==> src/inc/asf_pkg.sv <==
// Package of constants and types for the acceleration sample buffer.
package asf_pkg;
  localparam int unsigned DEPTH       = 32;
  localparam int unsigned PTR_W       = 5;
  localparam int unsigned CNT_W       = 6;
  localparam int unsigned SAMPLE_W    = 16;
  localparam int unsigned NUM_AXES    = 3;
  localparam int unsigned ADDR_W      = 8;

  // Register byte offsets.
  localparam logic [7:0] OFS_CTRL     = 8'h00;
  localparam logic [7:0] OFS_WTM      = 8'h04;
  localparam logic [7:0] OFS_STATUS   = 8'h08;
  localparam logic [7:0] OFS_IRQ_STAT = 8'h0C;
  localparam logic [7:0] OFS_IRQ_MASK = 8'h10;
  localparam logic [7:0] OFS_OUT_X    = 8'h14;
  localparam logic [7:0] OFS_OUT_Y    = 8'h18;
  localparam logic [7:0] OFS_OUT_Z    = 8'h1C;
  localparam logic [7:0] OFS_POP      = 8'h20;

  // Control fields.
  localparam int unsigned CTRL_MODE_LSB = 0;
  localparam int unsigned CTRL_ENA_LSB  = 4;
  localparam int unsigned CTRL_AINC_BIT = 8;

  // Event bit positions, shared by status, enable and mask.
  localparam int unsigned EV_WTM   = 0;
  localparam int unsigned EV_EMPTY = 1;
  localparam int unsigned EV_FULL  = 2;

  localparam logic [1:0]  MODE_RST = 2'h0;
  localparam logic [2:0]  ENA_RST  = 3'h0;
  localparam logic [2:0]  MASK_RST = 3'h0;
  localparam logic [5:0]  WTM_RST  = 6'h10;
  localparam logic [31:0] DEC_ERR  = 32'hDEAD_0BAD;

  typedef enum logic [1:0] {
    ASF_BYPASS      = 2'b00,
    ASF_FILL_STOP   = 2'b01,
    ASF_STREAM      = 2'b10,
    ASF_STREAM_FILL = 2'b11
  } asf_mode_t;

  typedef logic [SAMPLE_W-1:0] asf_sample_t;
endpackage

==> src/inc/asf_store_if.sv <==
// Interface carrying sample writes and pops between the controller and the storage.
`timescale 1ns/1ps
interface asf_store_if;
  logic                  wr_en;
  logic [4:0]            wr_ptr;
  logic [47:0]           wr_data;
  logic [4:0]            rd_ptr;
  logic [47:0]           rd_data;
  modport ctrl (output wr_en, output wr_ptr, output wr_data, output rd_ptr, input rd_data);
  modport mem  (input wr_en, input wr_ptr, input wr_data, input rd_ptr, output rd_data);
endinterface

==> src/core/asf_axis_mem.sv <==
// Per-axis sample storage, one array per axis written in step.
`timescale 1ns/1ps
module asf_axis_mem (
  // Clock
  input wire logic aclk,
  // Storage port
  asf_store_if.mem st
);
  genvar g;
  generate
    for (g = 0; g < 3; g++) begin : g_axis
      asf_pkg::asf_sample_t mem [asf_pkg::DEPTH];
      always_ff @(posedge aclk) begin
        if (st.wr_en) begin
          mem[st.wr_ptr] <= st.wr_data[g*16 +: 16];
        end
      end
      assign st.rd_data[g*16 +: 16] = mem[st.rd_ptr];
    end
  endgenerate
endmodule

==> src/core/asf_sync.sv <==
// Two-stage synchroniser for a level from outside the clock domain.
`timescale 1ns/1ps
module asf_sync (
  // Clock and reset
  input  wire logic aclk,
  input  wire logic aresetn,
  // Level
  input  wire logic din,
  output logic      dout
);
  logic meta_r;
  always_ff @(posedge aclk) begin
    if (!aresetn) begin
      meta_r <= 1'b0;
      dout   <= 1'b0;
    end else begin
      meta_r <= din;
      dout   <= meta_r;
    end
  end
endmodule

==> src/core/asf_top.sv <==
// Acceleration sample buffer with AXI4-Lite registers and event interrupts.
//
// Local design decisions: the register addresses and the AXI4-Lite register port.
`timescale 1ns/1ps
module asf_top (
  // Clock and reset
  input  wire logic        aclk,
  input  wire logic        aresetn,
  // Measurement chain
  input  wire logic        sample_valid,
  input  wire logic [15:0] sample_x,
  input  wire logic [15:0] sample_y,
  input  wire logic [15:0] sample_z,
  input  wire logic        trigger,
  // AXI4-Lite write
  input  wire logic [7:0]  s_axi_awaddr,
  input  wire logic        s_axi_awvalid,
  output logic             s_axi_awready,
  input  wire logic [31:0] s_axi_wdata,
  input  wire logic [3:0]  s_axi_wstrb,
  input  wire logic        s_axi_wvalid,
  output logic             s_axi_wready,
  output logic [1:0]       s_axi_bresp,
  output logic             s_axi_bvalid,
  input  wire logic        s_axi_bready,
  // AXI4-Lite read
  input  wire logic [7:0]  s_axi_araddr,
  input  wire logic        s_axi_arvalid,
  output logic             s_axi_arready,
  output logic [31:0]      s_axi_rdata,
  output logic [1:0]       s_axi_rresp,
  output logic             s_axi_rvalid,
  input  wire logic        s_axi_rready,
  // Events
  output logic [1:0]       event_output_lines,
  output logic             irq,
  output logic             data_ready
);
  // Response codes of the register bus.
  localparam logic [1:0] RESP_OKAY   = 2'b00;
  localparam logic [1:0] RESP_SLVERR = 2'b10;

  asf_store_if st ();

  asf_axis_mem u_mem (
    .aclk (aclk),
    .st   (st)
  );

  // The trigger comes from event logic that may sit on another clock.
  logic trig_s;
  logic trig_d_r;
  asf_sync u_trig (
    .aclk    (aclk),
    .aresetn (aresetn),
    .din     (trigger),
    .dout    (trig_s)
  );
  // Only the rising edge counts, so a trigger held high fires once.
  wire trig_pulse = trig_s & ~trig_d_r;

  asf_pkg::asf_mode_t mode_r;
  logic [2:0]         ena_r;
  logic               ainc_r;
  logic [5:0]         wtm_r;
  logic [2:0]         mask_r;
  logic [2:0]         ev_stat_r;
  logic [4:0]         wr_ptr_r;
  logic [4:0]         rd_ptr_r;
  logic [5:0]         cnt_r;
  logic               triggered_r;
  logic [15:0]        out_x_r;
  logic [15:0]        out_y_r;
  logic [15:0]        out_z_r;
  logic [1:0]         burst_idx_r;

  // Write channel. Address and data may arrive in either order; each is parked until both are in
  // and the response slot is free, so a slow bready stalls the next write rather than losing it.
  logic [7:0]  aw_addr_r;
  logic        aw_have_r;
  logic [31:0] w_data_r;
  logic [3:0]  w_strb_r;
  logic        w_have_r;
  wire         wr_go = aw_have_r & w_have_r & ~s_axi_bvalid;
  wire         mode_wr = wr_go && aw_addr_r == asf_pkg::OFS_CTRL && w_strb_r[0];

  function automatic logic mapped(input logic [7:0] a);
    mapped = (a[1:0] == 2'b00) && (a <= asf_pkg::OFS_POP);
  endfunction

  // The first output register starts each set, both for pops and for the burst walk.
  function automatic logic starts_set(input logic [7:0] a);
    starts_set = a == asf_pkg::OFS_OUT_X;
  endfunction

  always_ff @(posedge aclk) begin
    if (!aresetn) begin
      aw_have_r     <= 1'b0;
      w_have_r      <= 1'b0;
      aw_addr_r     <= 8'h00;
      w_data_r      <= 32'h0000_0000;
      w_strb_r      <= 4'h0;
      s_axi_awready <= 1'b0;
      s_axi_wready  <= 1'b0;
      s_axi_bvalid  <= 1'b0;
      s_axi_bresp   <= RESP_OKAY;
    end else begin
      s_axi_awready <= ~aw_have_r & ~(s_axi_awvalid & s_axi_awready);
      s_axi_wready  <= ~w_have_r & ~(s_axi_wvalid & s_axi_wready);
      if (s_axi_awvalid && s_axi_awready) begin
        aw_addr_r <= s_axi_awaddr;
        aw_have_r <= 1'b1;
      end
      if (s_axi_wvalid && s_axi_wready) begin
        w_data_r <= s_axi_wdata;
        w_strb_r <= s_axi_wstrb;
        w_have_r <= 1'b1;
      end
      if (wr_go) begin
        aw_have_r    <= 1'b0;
        w_have_r     <= 1'b0;
        s_axi_bvalid <= 1'b1;
        s_axi_bresp  <= mapped(aw_addr_r) ? RESP_OKAY : RESP_SLVERR;
      end else if (s_axi_bvalid && s_axi_bready) begin
        s_axi_bvalid <= 1'b0;
      end
    end
  end

  // Configuration registers.
  // A byte-0 control write is a mode write even when the mode does not change, and restarts the buffer.
  always_ff @(posedge aclk) begin
    if (!aresetn) begin
      mode_r <= asf_pkg::ASF_BYPASS;
      ena_r  <= asf_pkg::ENA_RST;
      ainc_r <= 1'b0;
      wtm_r  <= asf_pkg::WTM_RST;
      mask_r <= asf_pkg::MASK_RST;
    end else if (wr_go) begin
      unique case (aw_addr_r)
        asf_pkg::OFS_CTRL: begin
          if (w_strb_r[0]) begin
            mode_r <= asf_pkg::asf_mode_t'(w_data_r[asf_pkg::CTRL_MODE_LSB +: 2]);
            ena_r  <= w_data_r[asf_pkg::CTRL_ENA_LSB +: 3];
          end
          if (w_strb_r[1]) begin
            ainc_r <= w_data_r[asf_pkg::CTRL_AINC_BIT];
          end
        end
        asf_pkg::OFS_WTM: begin
          if (w_strb_r[0]) begin
            wtm_r <= w_data_r[5:0];
          end
        end
        asf_pkg::OFS_IRQ_MASK: begin
          if (w_strb_r[0]) begin
            mask_r <= w_data_r[2:0];
          end
        end
        default: begin
        end
      endcase
    end
  end

  // Read channel; the pop happens when a read address is taken.
  logic [7:0] ar_addr_r;
  logic       ar_go_r;
  wire        ar_take = s_axi_arvalid & s_axi_arready;
  wire        is_buf  = mode_r != asf_pkg::ASF_BYPASS;
  wire        pop_hit = ar_take && is_buf && (s_axi_araddr == asf_pkg::OFS_POP ||
                        (starts_set(s_axi_araddr) && (!ainc_r || burst_idx_r == 2'd0)));
  wire        do_pop  = pop_hit && cnt_r != 6'd0;
  wire        stat_rd = ar_take && s_axi_araddr == asf_pkg::OFS_IRQ_STAT;

  always_ff @(posedge aclk) begin
    if (!aresetn) begin
      ar_addr_r   <= 8'h00;
      ar_go_r     <= 1'b0;
      burst_idx_r <= 2'd0;
    end else begin
      ar_go_r <= ar_take;
      if (ar_take) begin
        ar_addr_r <= s_axi_araddr;
        // Burst reads walk X, Y, Z and pop again only on the next X.
        if (starts_set(s_axi_araddr)) begin
          burst_idx_r <= 2'd1;
        end else if (s_axi_araddr == asf_pkg::OFS_OUT_Z) begin
          burst_idx_r <= 2'd0;
        end
      end
    end
  end

  always_ff @(posedge aclk) begin
    if (!aresetn) begin
      s_axi_arready <= 1'b0;
      s_axi_rvalid  <= 1'b0;
      s_axi_rdata   <= 32'h0000_0000;
      s_axi_rresp   <= RESP_OKAY;
    end else begin
      // Ready stays low from the handshake until the answer is taken, so one read at most is in flight.
      s_axi_arready <= ~s_axi_rvalid & ~ar_take & ~ar_go_r;
      if (ar_go_r) begin
        s_axi_rvalid <= 1'b1;
        s_axi_rresp  <= mapped(ar_addr_r) ? RESP_OKAY : RESP_SLVERR;
        unique case (ar_addr_r)
          asf_pkg::OFS_CTRL:     s_axi_rdata <= {23'h0, ainc_r, 1'b0, ena_r, 2'b00, mode_r};
          asf_pkg::OFS_WTM:      s_axi_rdata <= {26'h0, wtm_r};
          asf_pkg::OFS_STATUS:   s_axi_rdata <= {25'h0, triggered_r, cnt_r};
          asf_pkg::OFS_IRQ_STAT: s_axi_rdata <= {29'h0, ev_stat_r};
          asf_pkg::OFS_IRQ_MASK: s_axi_rdata <= {29'h0, mask_r};
          asf_pkg::OFS_OUT_X:    s_axi_rdata <= {16'h0, out_x_r};
          asf_pkg::OFS_OUT_Y:    s_axi_rdata <= {16'h0, out_y_r};
          asf_pkg::OFS_OUT_Z:    s_axi_rdata <= {16'h0, out_z_r};
          asf_pkg::OFS_POP:      s_axi_rdata <= {26'h0, cnt_r};
          // Unmapped reads return a marker word along with the error response.
          default:               s_axi_rdata <= asf_pkg::DEC_ERR;
        endcase
      end else if (s_axi_rvalid && s_axi_rready) begin
        s_axi_rvalid <= 1'b0;
      end
    end
  end

  // Write acceptance per mode.
  // Fill-stop drops a set that meets a full buffer, unless a pop frees a slot in the same cycle.
  wire full_now  = cnt_r == 6'(asf_pkg::DEPTH);
  wire fill_stop = mode_r == asf_pkg::ASF_FILL_STOP ||
                   (mode_r == asf_pkg::ASF_STREAM_FILL && triggered_r);
  wire do_wr     = sample_valid && is_buf && !(fill_stop && full_now && !do_pop);
  wire overwrite = do_wr && full_now && !do_pop;

  // Bypass keeps writing the first slot of each axis; the pointers are held at zero there.
  wire byp_wr = sample_valid && !is_buf;
  assign st.wr_en   = do_wr | byp_wr;
  assign st.wr_ptr  = wr_ptr_r;
  assign st.wr_data = {sample_z, sample_y, sample_x};
  assign st.rd_ptr  = rd_ptr_r;

  always_ff @(posedge aclk) begin
    if (!aresetn) begin
      wr_ptr_r    <= 5'd0;
      rd_ptr_r    <= 5'd0;
      cnt_r       <= 6'd0;
      triggered_r <= 1'b0;
      trig_d_r    <= 1'b0;
    end else begin
      trig_d_r <= trig_s;
      if (mode_wr || !is_buf) begin
        wr_ptr_r    <= 5'd0;
        rd_ptr_r    <= 5'd0;
        cnt_r       <= 6'd0;
        triggered_r <= 1'b0;
      end else begin
        if (trig_pulse && mode_r == asf_pkg::ASF_STREAM_FILL) begin
          triggered_r <= 1'b1;
        end
        // The pointers are exactly as wide as the depth needs, so they wrap at the end of the array.
        if (do_wr) begin
          wr_ptr_r <= wr_ptr_r + 5'd1;
        end
        if (do_pop || overwrite) begin
          rd_ptr_r <= rd_ptr_r + 5'd1;
        end
        // A pop and a write in one cycle leave the count as it is.
        if (do_wr && !do_pop && !overwrite) begin
          cnt_r <= cnt_r + 6'd1;
        end else if (do_pop && !do_wr) begin
          cnt_r <= cnt_r - 6'd1;
        end
      end
    end
  end

  // Output data registers: live sample in bypass, popped set otherwise.
  always_ff @(posedge aclk) begin
    if (!aresetn) begin
      out_x_r <= 16'h0000;
      out_y_r <= 16'h0000;
      out_z_r <= 16'h0000;
    end else if (!is_buf) begin
      if (sample_valid) begin
        out_x_r <= sample_x;
        out_y_r <= sample_y;
        out_z_r <= sample_z;
      end
    end else if (do_pop) begin
      // The array is read in the handshake cycle, so the new set is in place before the read data is loaded.
      out_x_r <= st.rd_data[15:0];
      out_y_r <= st.rd_data[31:16];
      out_z_r <= st.rd_data[47:32];
    end
  end

  // Events: level conditions gated by enables set sticky bits.
  logic [2:0] ev_now;
  always_comb begin
    ev_now                    = 3'b000;
    ev_now[asf_pkg::EV_WTM]   = is_buf && cnt_r >= wtm_r && wtm_r != 6'd0;
    ev_now[asf_pkg::EV_EMPTY] = is_buf && cnt_r == 6'd0;
    ev_now[asf_pkg::EV_FULL]  = is_buf && full_now;
    ev_now                    = ev_now & ena_r;
  end

  always_ff @(posedge aclk) begin
    if (!aresetn) begin
      ev_stat_r <= 3'b000;
    end else if (mode_wr) begin
      ev_stat_r <= 3'b000;
    end else begin
      // A read clears the bits, but an event in the same cycle is kept.
      ev_stat_r <= (stat_rd ? 3'b000 : ev_stat_r) | ev_now;
    end
  end

  always_ff @(posedge aclk) begin
    if (!aresetn) begin
      irq                <= 1'b0;
      event_output_lines <= 2'b00;
      data_ready         <= 1'b0;
    end else begin
      irq                   <= |(ev_stat_r & mask_r);
      // Line 0 carries the watermark alone; line 1 shares empty and full, told apart in the status.
      event_output_lines[0] <= ev_stat_r[asf_pkg::EV_WTM] & mask_r[asf_pkg::EV_WTM];
      event_output_lines[1] <= |(ev_stat_r[2:1] & mask_r[2:1]);
      // The strobe is echoed one cycle late, in line with the other registered outputs.
      data_ready            <= sample_valid;
    end
  end
endmodule

==> config.mk <==
export PLATFORM = sky130hd
export DESIGN_NAME = asf_top
export DESIGN_NICKNAME = d
export VERILOG_FILES = /design/src/inc/asf_pkg.sv /design/src/inc/asf_store_if.sv /design/src/core/asf_axis_mem.sv /design/src/core/asf_sync.sv /design/src/core/asf_top.sv
export SDC_FILE = /design/constraint.sdc
export NUM_CORES = 2
export LEC_CHECK = 0
export ABC_AREA = 1
export BUFFER_PORTS_ARGS = -buffer_cell sky130_fd_sc_hd__buf_2
export CAP_MARGIN = 5
export CELL_PAD_IN_SITES_DETAIL_PLACEMENT = 2
export CELL_PAD_IN_SITES_GLOBAL_PLACEMENT = 2
export CORE_MARGIN = 8
export CORE_UTILIZATION = 31
export CTS_BUF_LIST = sky130_fd_sc_hd__clkbuf_8
export DETAILED_ROUTE_END_ITERATION = 10
export GPL_ROUTABILITY_DRIVEN = 0
export PLACE_DENSITY_LB_ADDON = 0.1
export SYNTH_ARGS = -nofsm -noshare
export SYNTH_HDL_FRONTEND = slang
export SYNTH_HIERARCHICAL = 1
export SYNTH_SLANG_ARGS = --single-unit
==> constraint.sdc <==
create_clock -name aclk -period 10.1 [get_ports aclk]
set_input_delay 2.525 -clock aclk [delete_from_list [all_inputs] [get_ports aclk]]
set_output_delay 2.525 -clock aclk [all_outputs]
set_load 0.1 [all_outputs]
* Word-level counts from Yosys, hierarchy flattened *
Memory sizes are Yosys's and may differ from the RTL's. A register that Yosys moved wholly into a read port is not among the register bits.
Cells that the tools add are included.

storage, ports and cells
  memories kept = 3
  output and inout port bits = 45
  logic and storage cells = 183
  bits in writable memories = 1536
  bits in registers = 163
  input port bits = 109

memory list
  memory               depth  width  read ports  clocked after memory_dff  wr ports  RTL line            source
  u_mem.g_axis[0].mem  32     16     1           1                         1         asf_axis_mem.sv:12  asf_pkg::asf_sample_t mem [asf_pkg::DEPTH];
  u_mem.g_axis[1].mem  32     16     1           1                         1         asf_axis_mem.sv:12
  u_mem.g_axis[2].mem  32     16     1           1                         1         asf_axis_mem.sv:12

cells by class
  bitwise logic cells = 26
  $add $sub $neg = 4
  multiplexer cells = 29
  reduce and logical (&&, ||, !) cells = 65
  $lt $le $gt $ge = 3
  eq/ne operators = 18

operator list
  kind                   count
  $pmux W32 S9           1
  $mux W16               9
  $eq A8 B5 Y1 const B   7
  $mux W5                6
  $logic_and A1 B1 Y1    29
  $eq A8 B4 Y1 const B   3
  $eq A8 B3 Y1 const B   2
  $eq A8 B6 Y1 const B   2
  $le A8 B6 Y1 const B   2
  $logic_not A8 Y1       2
  $mux W6                2
  $reduce_and A3 Y1      4
  $reduce_bool A2 Y1     6
  $reduce_bool A6 Y1     2
  $and A1 B1 Y1          11
  $add A5 B1 Y5 const B  2
  $not A1 Y1             10
  $mux W2                4
  $reduce_or A2 Y1       4
  $add A6 B1 Y6 const B  1
  $and A3 B3 Y3          2
  $eq A6 B6 Y1 const B   1
  $ge A6 B6 Y1           1
  $logic_not A1 Y1       6
  other kinds (14)       26

* Logic depth before layout (Yosys ltp) *
  depth in word-level cells = 15
  depth in mapped cells = 16
  gate-level depth less buffers = 16

* Hierarchy *
The synthesis kept the hierarchy.

modules (own cells, without submodules)
  module        area an instance (µm²)  instances  seq. area each (µm²)  cells each
  asf_axis_mem  61960.7                 1          46124.2               5231
  asf_top       6744.0                  1          2842.7                917
  asf_sync      55.1                    1          40.0                  6

* Worst setup path before layout *
Ideal clock, no wire load.

  path kind = in2reg
  from = in s_axi_arvalid
  to = mem u_mem/g_axis[0].mem[31][0] in the netlist's numbering, enable pin
  cell stages on the path = 10
  arrival time = 5.675 ns
  setup time = 0.454 ns
  path buffers = 0
  required time = 9.646 ns
  setup slack = 3.971 ns
  cell sequence = nand2_2 > inv_2 > nand3_1 > nor2_2 > nand3_4 > nand2_1 > nand2_2 > nand2_1 > nand3_1 > nor2_1

on the way
  cells in the longest elaborated chain, start to end = 11

RTL lines
  item                              RTL line            source
  start, declared                   asf_top.sv:28       input wire logic s_axi_arvalid,
  $and A1 B1 Y1                     asf_top.sv:169      wire ar_take = s_axi_arvalid & s_axi_arready;
  $logic_and A1 B1 Y1 (2 in a row)  asf_top.sv:171      wire pop_hit = ar_take && is_buf && (s_axi_araddr == asf_pkg::OFS_POP ||
  $logic_and A1 B1 Y1               asf_top.sv:173      wire do_pop = pop_hit && cnt_r != 6'd0;
  $logic_not A1 Y1                  asf_top.sv:231      wire do_wr = sample_valid && is_buf && !(fill_stop && full_now && !do_pop);
  $logic_and A1 B1 Y1               asf_top.sv:231
  $logic_not A1 Y1                  asf_top.sv:231
  $logic_and A1 B1 Y1               asf_top.sv:231
  $or A1 B1 Y1                      asf_top.sv:236      assign st.wr_en = do_wr | byp_wr;
  net st.wr_en                      asf_store_if.sv:4   logic wr_en;
  $mux W1                           asf_axis_mem.sv:14  if (st.wr_en) begin
  $mux W1 (implied by the code)     asf_axis_mem.sv:15  mem[st.wr_ptr] <= st.wr_data[g*16 +: 16];
  end, declared                     asf_axis_mem.sv:12

The timed path passes the listed nets, and every way through them passes these cells.

* Final worst setup path *
  from = in s_axi_arvalid
  to = mem u_mem/g_axis[2].mem[23][10] in the netlist's numbering, enable pin

on the way
  cells in the longest elaborated chain, start to end = 11

RTL lines
  item                              RTL line
  $and A1 B1 Y1                     asf_top.sv:169
  $logic_and A1 B1 Y1 (2 in a row)  asf_top.sv:171
  $logic_and A1 B1 Y1               asf_top.sv:173
  $logic_not A1 Y1                  asf_top.sv:231
  $logic_and A1 B1 Y1               asf_top.sv:231
  $logic_not A1 Y1                  asf_top.sv:231
  $logic_and A1 B1 Y1               asf_top.sv:231
  $or A1 B1 Y1                      asf_top.sv:236
  net st.wr_en                      asf_store_if.sv:4
  $mux W1                           asf_axis_mem.sv:14
  $mux W1 (implied by the code)     asf_axis_mem.sv:15
  end, declared                     asf_axis_mem.sv:12

The timed path passes the listed nets, and every way through them passes these cells.

==> flow_summary_export.csv <==
group,metric,value,unit
outcome,status,"complete, no violations",
sta,rsz0062_at_grt,"false",
sta,setup_slack,4.120,ns
floorplanning,rows,173,
placement,dp_hpwl,135300,um
clock_tree,cts_buffer_depth,4,
cells_and_area,final_nets,6429,
cells_and_area,layout.cells.non_filler,9528,
worst_setup_path,path_class,"in2reg",
clock_tree,cts_sinks,1680,
route,wl_per_cell,26.61,um
route,ant_nets,0,
sta,tns,0,ns
sta,fin_skew,0.08235,ns
floorplanning,die_area,0.2371,sq mm
logic_synthesis,ys_top_cells_by_area,"edfxtp_1 (67%), nand2_1 (13%), nand3_1 (8.7%), dfxtp_1 (4.2%), buf_2 (1.2%)",
clock_tree,postCtsHoldBufs,0,
route,vias_per_cell,5.113,
clock_tree,cts_setup_buffers,0,
global_routing,grt_remaining_overflow,0,
clock_tree,cts_tree,"yes",
worst_hold_path,hp-class,"reg2reg",
floorplanning,ios,154,
worst_setup_path,start_kind,"input pin",
route,drt_iter0_markers,2795,
logic_synthesis,synth_cell_types,47,
logic_synthesis,yosys.area_share.simple,22.91,%
power,cellPowerDensity,182.0,mW/mm^2
logic_synthesis,synthFlopType,"edfxtp_1",
worst_setup_path,required,10.74,ns
worst_setup_path,cp_data_arrival_time,6.62,ns
route,drc_errors,0,
cells_and_area,mostFrequentLayoutCells,"nand2_1 (2,378), edfxtp_1 (1,536), nand3_1 (1,201)",
placement,dp_cells,8951,
worst_setup_path,end_kind,"flop",
cells_and_area,mostFrequentLayoutCell,"nand2_1",
job,cap_viol_max_count,0,
sta,post-route-min-period,5.980,ns
sta,finalSetupViolations,0,
clock_tree,cts_root_buf,"clkbuf_8",
sta,relSlewSlack,17.51,%
worst_setup_path,worst-path-buf-inv,3,
global_routing,grt-busiest-layer,"met2",
cells_and_area,area_delta_synth_final,13.11,%
route,firstDrtPassIters,5,
global_routing,grt_use_met1,28.86,%
power,p_leak,28.42,nW
global_routing,grt_max_degree,206,
floorplanning,core_area,0.2214,sq mm
sta,finalHoldViolations,0,
sta,tightest_slew,1.237,ns
worst_setup_path,worst-path-max-fanout,28,
global_routing,grtUsageTotal,20.87,%
clock_tree,clk_latency,1.05,ns
logic_synthesis,avgSynthCellArea,11.17,sq um
power,peakVddDrop,152.8,uV
cells_and_area,drive_gt1_share,10.14,%
logic_synthesis,synth_xor_area_share,0.06369,%
placement,io_buffers,120,
clock_tree,numCtsBuffers,329,
global_routing,grt_pass1_vias,52270,
worst_setup_path,cp_cell_sequence,"buf_2, nand2_2, inv_2, nand3_1, nor2_2, nand3_4, nand2_1, nand2_2, nand2_1, nand3_1, nor2_4, buf_4",
clock_tree,clk_pin_slew_worst_paths,0.05,ns
logic_synthesis,muxShareOfSynthArea,0,%
clock_tree,h-tree-depth,5,
global_routing,grt_pass1_wl,367000,um
logic_synthesis,synth_edf_count,1536,
sta,fin_crit_sh,59.21,%
sta,slew_violations,0,
logic_synthesis,synth-compound-area-share,1.963,%
logic_synthesis,yosys_warnings,6,
worst_setup_path,crit_family,"simple AND/OR/NAND/NOR gates",
route,num_vias,48720,
logic_synthesis,syn_inst,6154,
logic_synthesis,synthArstFlopShare,0,%
global_routing,gr-usage-met3,2.834,%
floorplanning,dieWidth,487.0,um
clock_tree,cts-resized-gates,0,
logic_synthesis,synth_area,0.06876,sq mm
global_routing,met2_usage,34.46,%
worst_setup_path,cp_slowest_cell,"nor2_4",
logic_synthesis,ys_seq_area_share,71.27,%
logic_synthesis,yosysTopAreaCell,"edfxtp_1",
logic_synthesis,synth_adder_area_share,0.2475,%
placement,dpl_worst_slack,3.074,ns
logic_synthesis,yosys_register_bits,1680,
floorplanning,die_h,487.0,um
logic_synthesis,synth_top_area_share,67.08,%
worst_setup_path,cpPeakStageDelay,1.19,ns
global_routing,antenna_found_initial,23,
route,drt-total-wl,253500,um
sta,max_freq,167.2,MHz
logic_synthesis,synth_top_family_by_area,"simple AND/OR/NAND/NOR gates",
cells_and_area,nFillCells,23450,
floorplanning,start_util,31.05,%
[cell type report]
class / count / area [sq um] / share of cell area [%]
Antenna cell: 15 / 37.54 / 0.04826
Clock buffer: 352 / 4845 / 6.229
Tap cell: 2975 / 3722 / 4.786
Clock inverter: 210 / 857.1 / 1.102
Inverter: 94 / 395.4 / 0.5083
Timing Repair Buffer: 204 / 1309 / 1.683
Sequential cell: 1680 / 49030 / 63.03
Multi-Input combinational cell: 3998 / 17590 / 22.61
[logic make-up (layout without fill, tap and decap cells)]
| group | after synthesis | after routing |
|---|---|---|
| buf+inv | 482 | 860 |
| other cells | 1 | 22 |
| xor+xnor | 5 | 5 |
| simple gates | 3736 | 3736 |
| fa+ha+maj | 13 | 13 |
| flops | 1680 | 1680 |
| compound gates | 237 | 237 |
[metrics by stage]
step | utilization [%] | cell area, sq um | hold slack, ns | total power [mW]
2_1_floorplan | - | 68780 | 0.3856 | 7.946
3_3_place_gp | 32.53 | 72040 | 0.4228 | 8.152
3_5_place_dp | 32.53 | 72040 | 0.4209 | 8.164
4_1_cts | 35.11 | 77740 | 0.4316 | 14.41
5_1_grt | 35.11 | 77750 | 0.4662 | 14.73
6_report | 35.12 | 77780 | 0.4275 | 14.16
[cell usage after synthesis (5+ instances only)]
master / n
a211oi_1: 16
a21oi_1: 55
a31oi_1: 50
buf_1: 17
buf_2: 164
buf_4: 73
buf_6: 17
clkbuf_1: 116
dfxtp_1: 144
edfxtp_1: 1536
ha_1: 12
inv_1: 78
inv_2: 11
nand2_1: 2378
nand2_2: 8
nand3_1: 1201
nand4_1: 10
nor2_1: 102
nor2_2: 6
nor3_1: 6
o21ai_0: 92
o21ai_1: 9
xnor2_1: 5
[power breakdown]
group | switching (mW) | internal [mW]
registers | 0.0316 | 7.62
clock network | 2.94 | 3.20
logic | 0.300 | 0.0582
[state kept, by name, summed over array words and instances (netlist names), 3 cells and up]
register          flops
rd_ptr_r              5
out_z_r              16
cnt_r                 6
ar_addr_r             8
out_y_r              16
mask_r                3
wtm_r                 6
w_data_r              8
out_x_r              16
s_axi_rdata          17
u_mem/g_axis.mem   1536
st.wr_ptr             5
aw_addr_r             8
ena_r                 3
ev_stat_r             3
[path summary, 6_finish.rpt]
kind / from / end / slack [ns] / depth (start not counted)
worst min-delay path: aw_have_r / s_axi_awready / 0.43 / 1
worst max-delay path: s_axi_arvalid / u_mem/g_axis[2].mem[23][10] / 4.12 / 12
worst max register to register: mode_r[1] / u_mem/g_axis[2].mem[23][10] / 4.96 / 7
worst min register to register: aw_have_r / s_axi_awready / 0.43 / 1
[per-layer routing]
layer / routed length, um / up-vias
li1: - / 21700
met1: 117400 / 25580
met2: 119400 / 1000
met3: 10120 / 422
met4: 6534 / 8
met5: 51 / -
(Power assumes the default switching activity.)
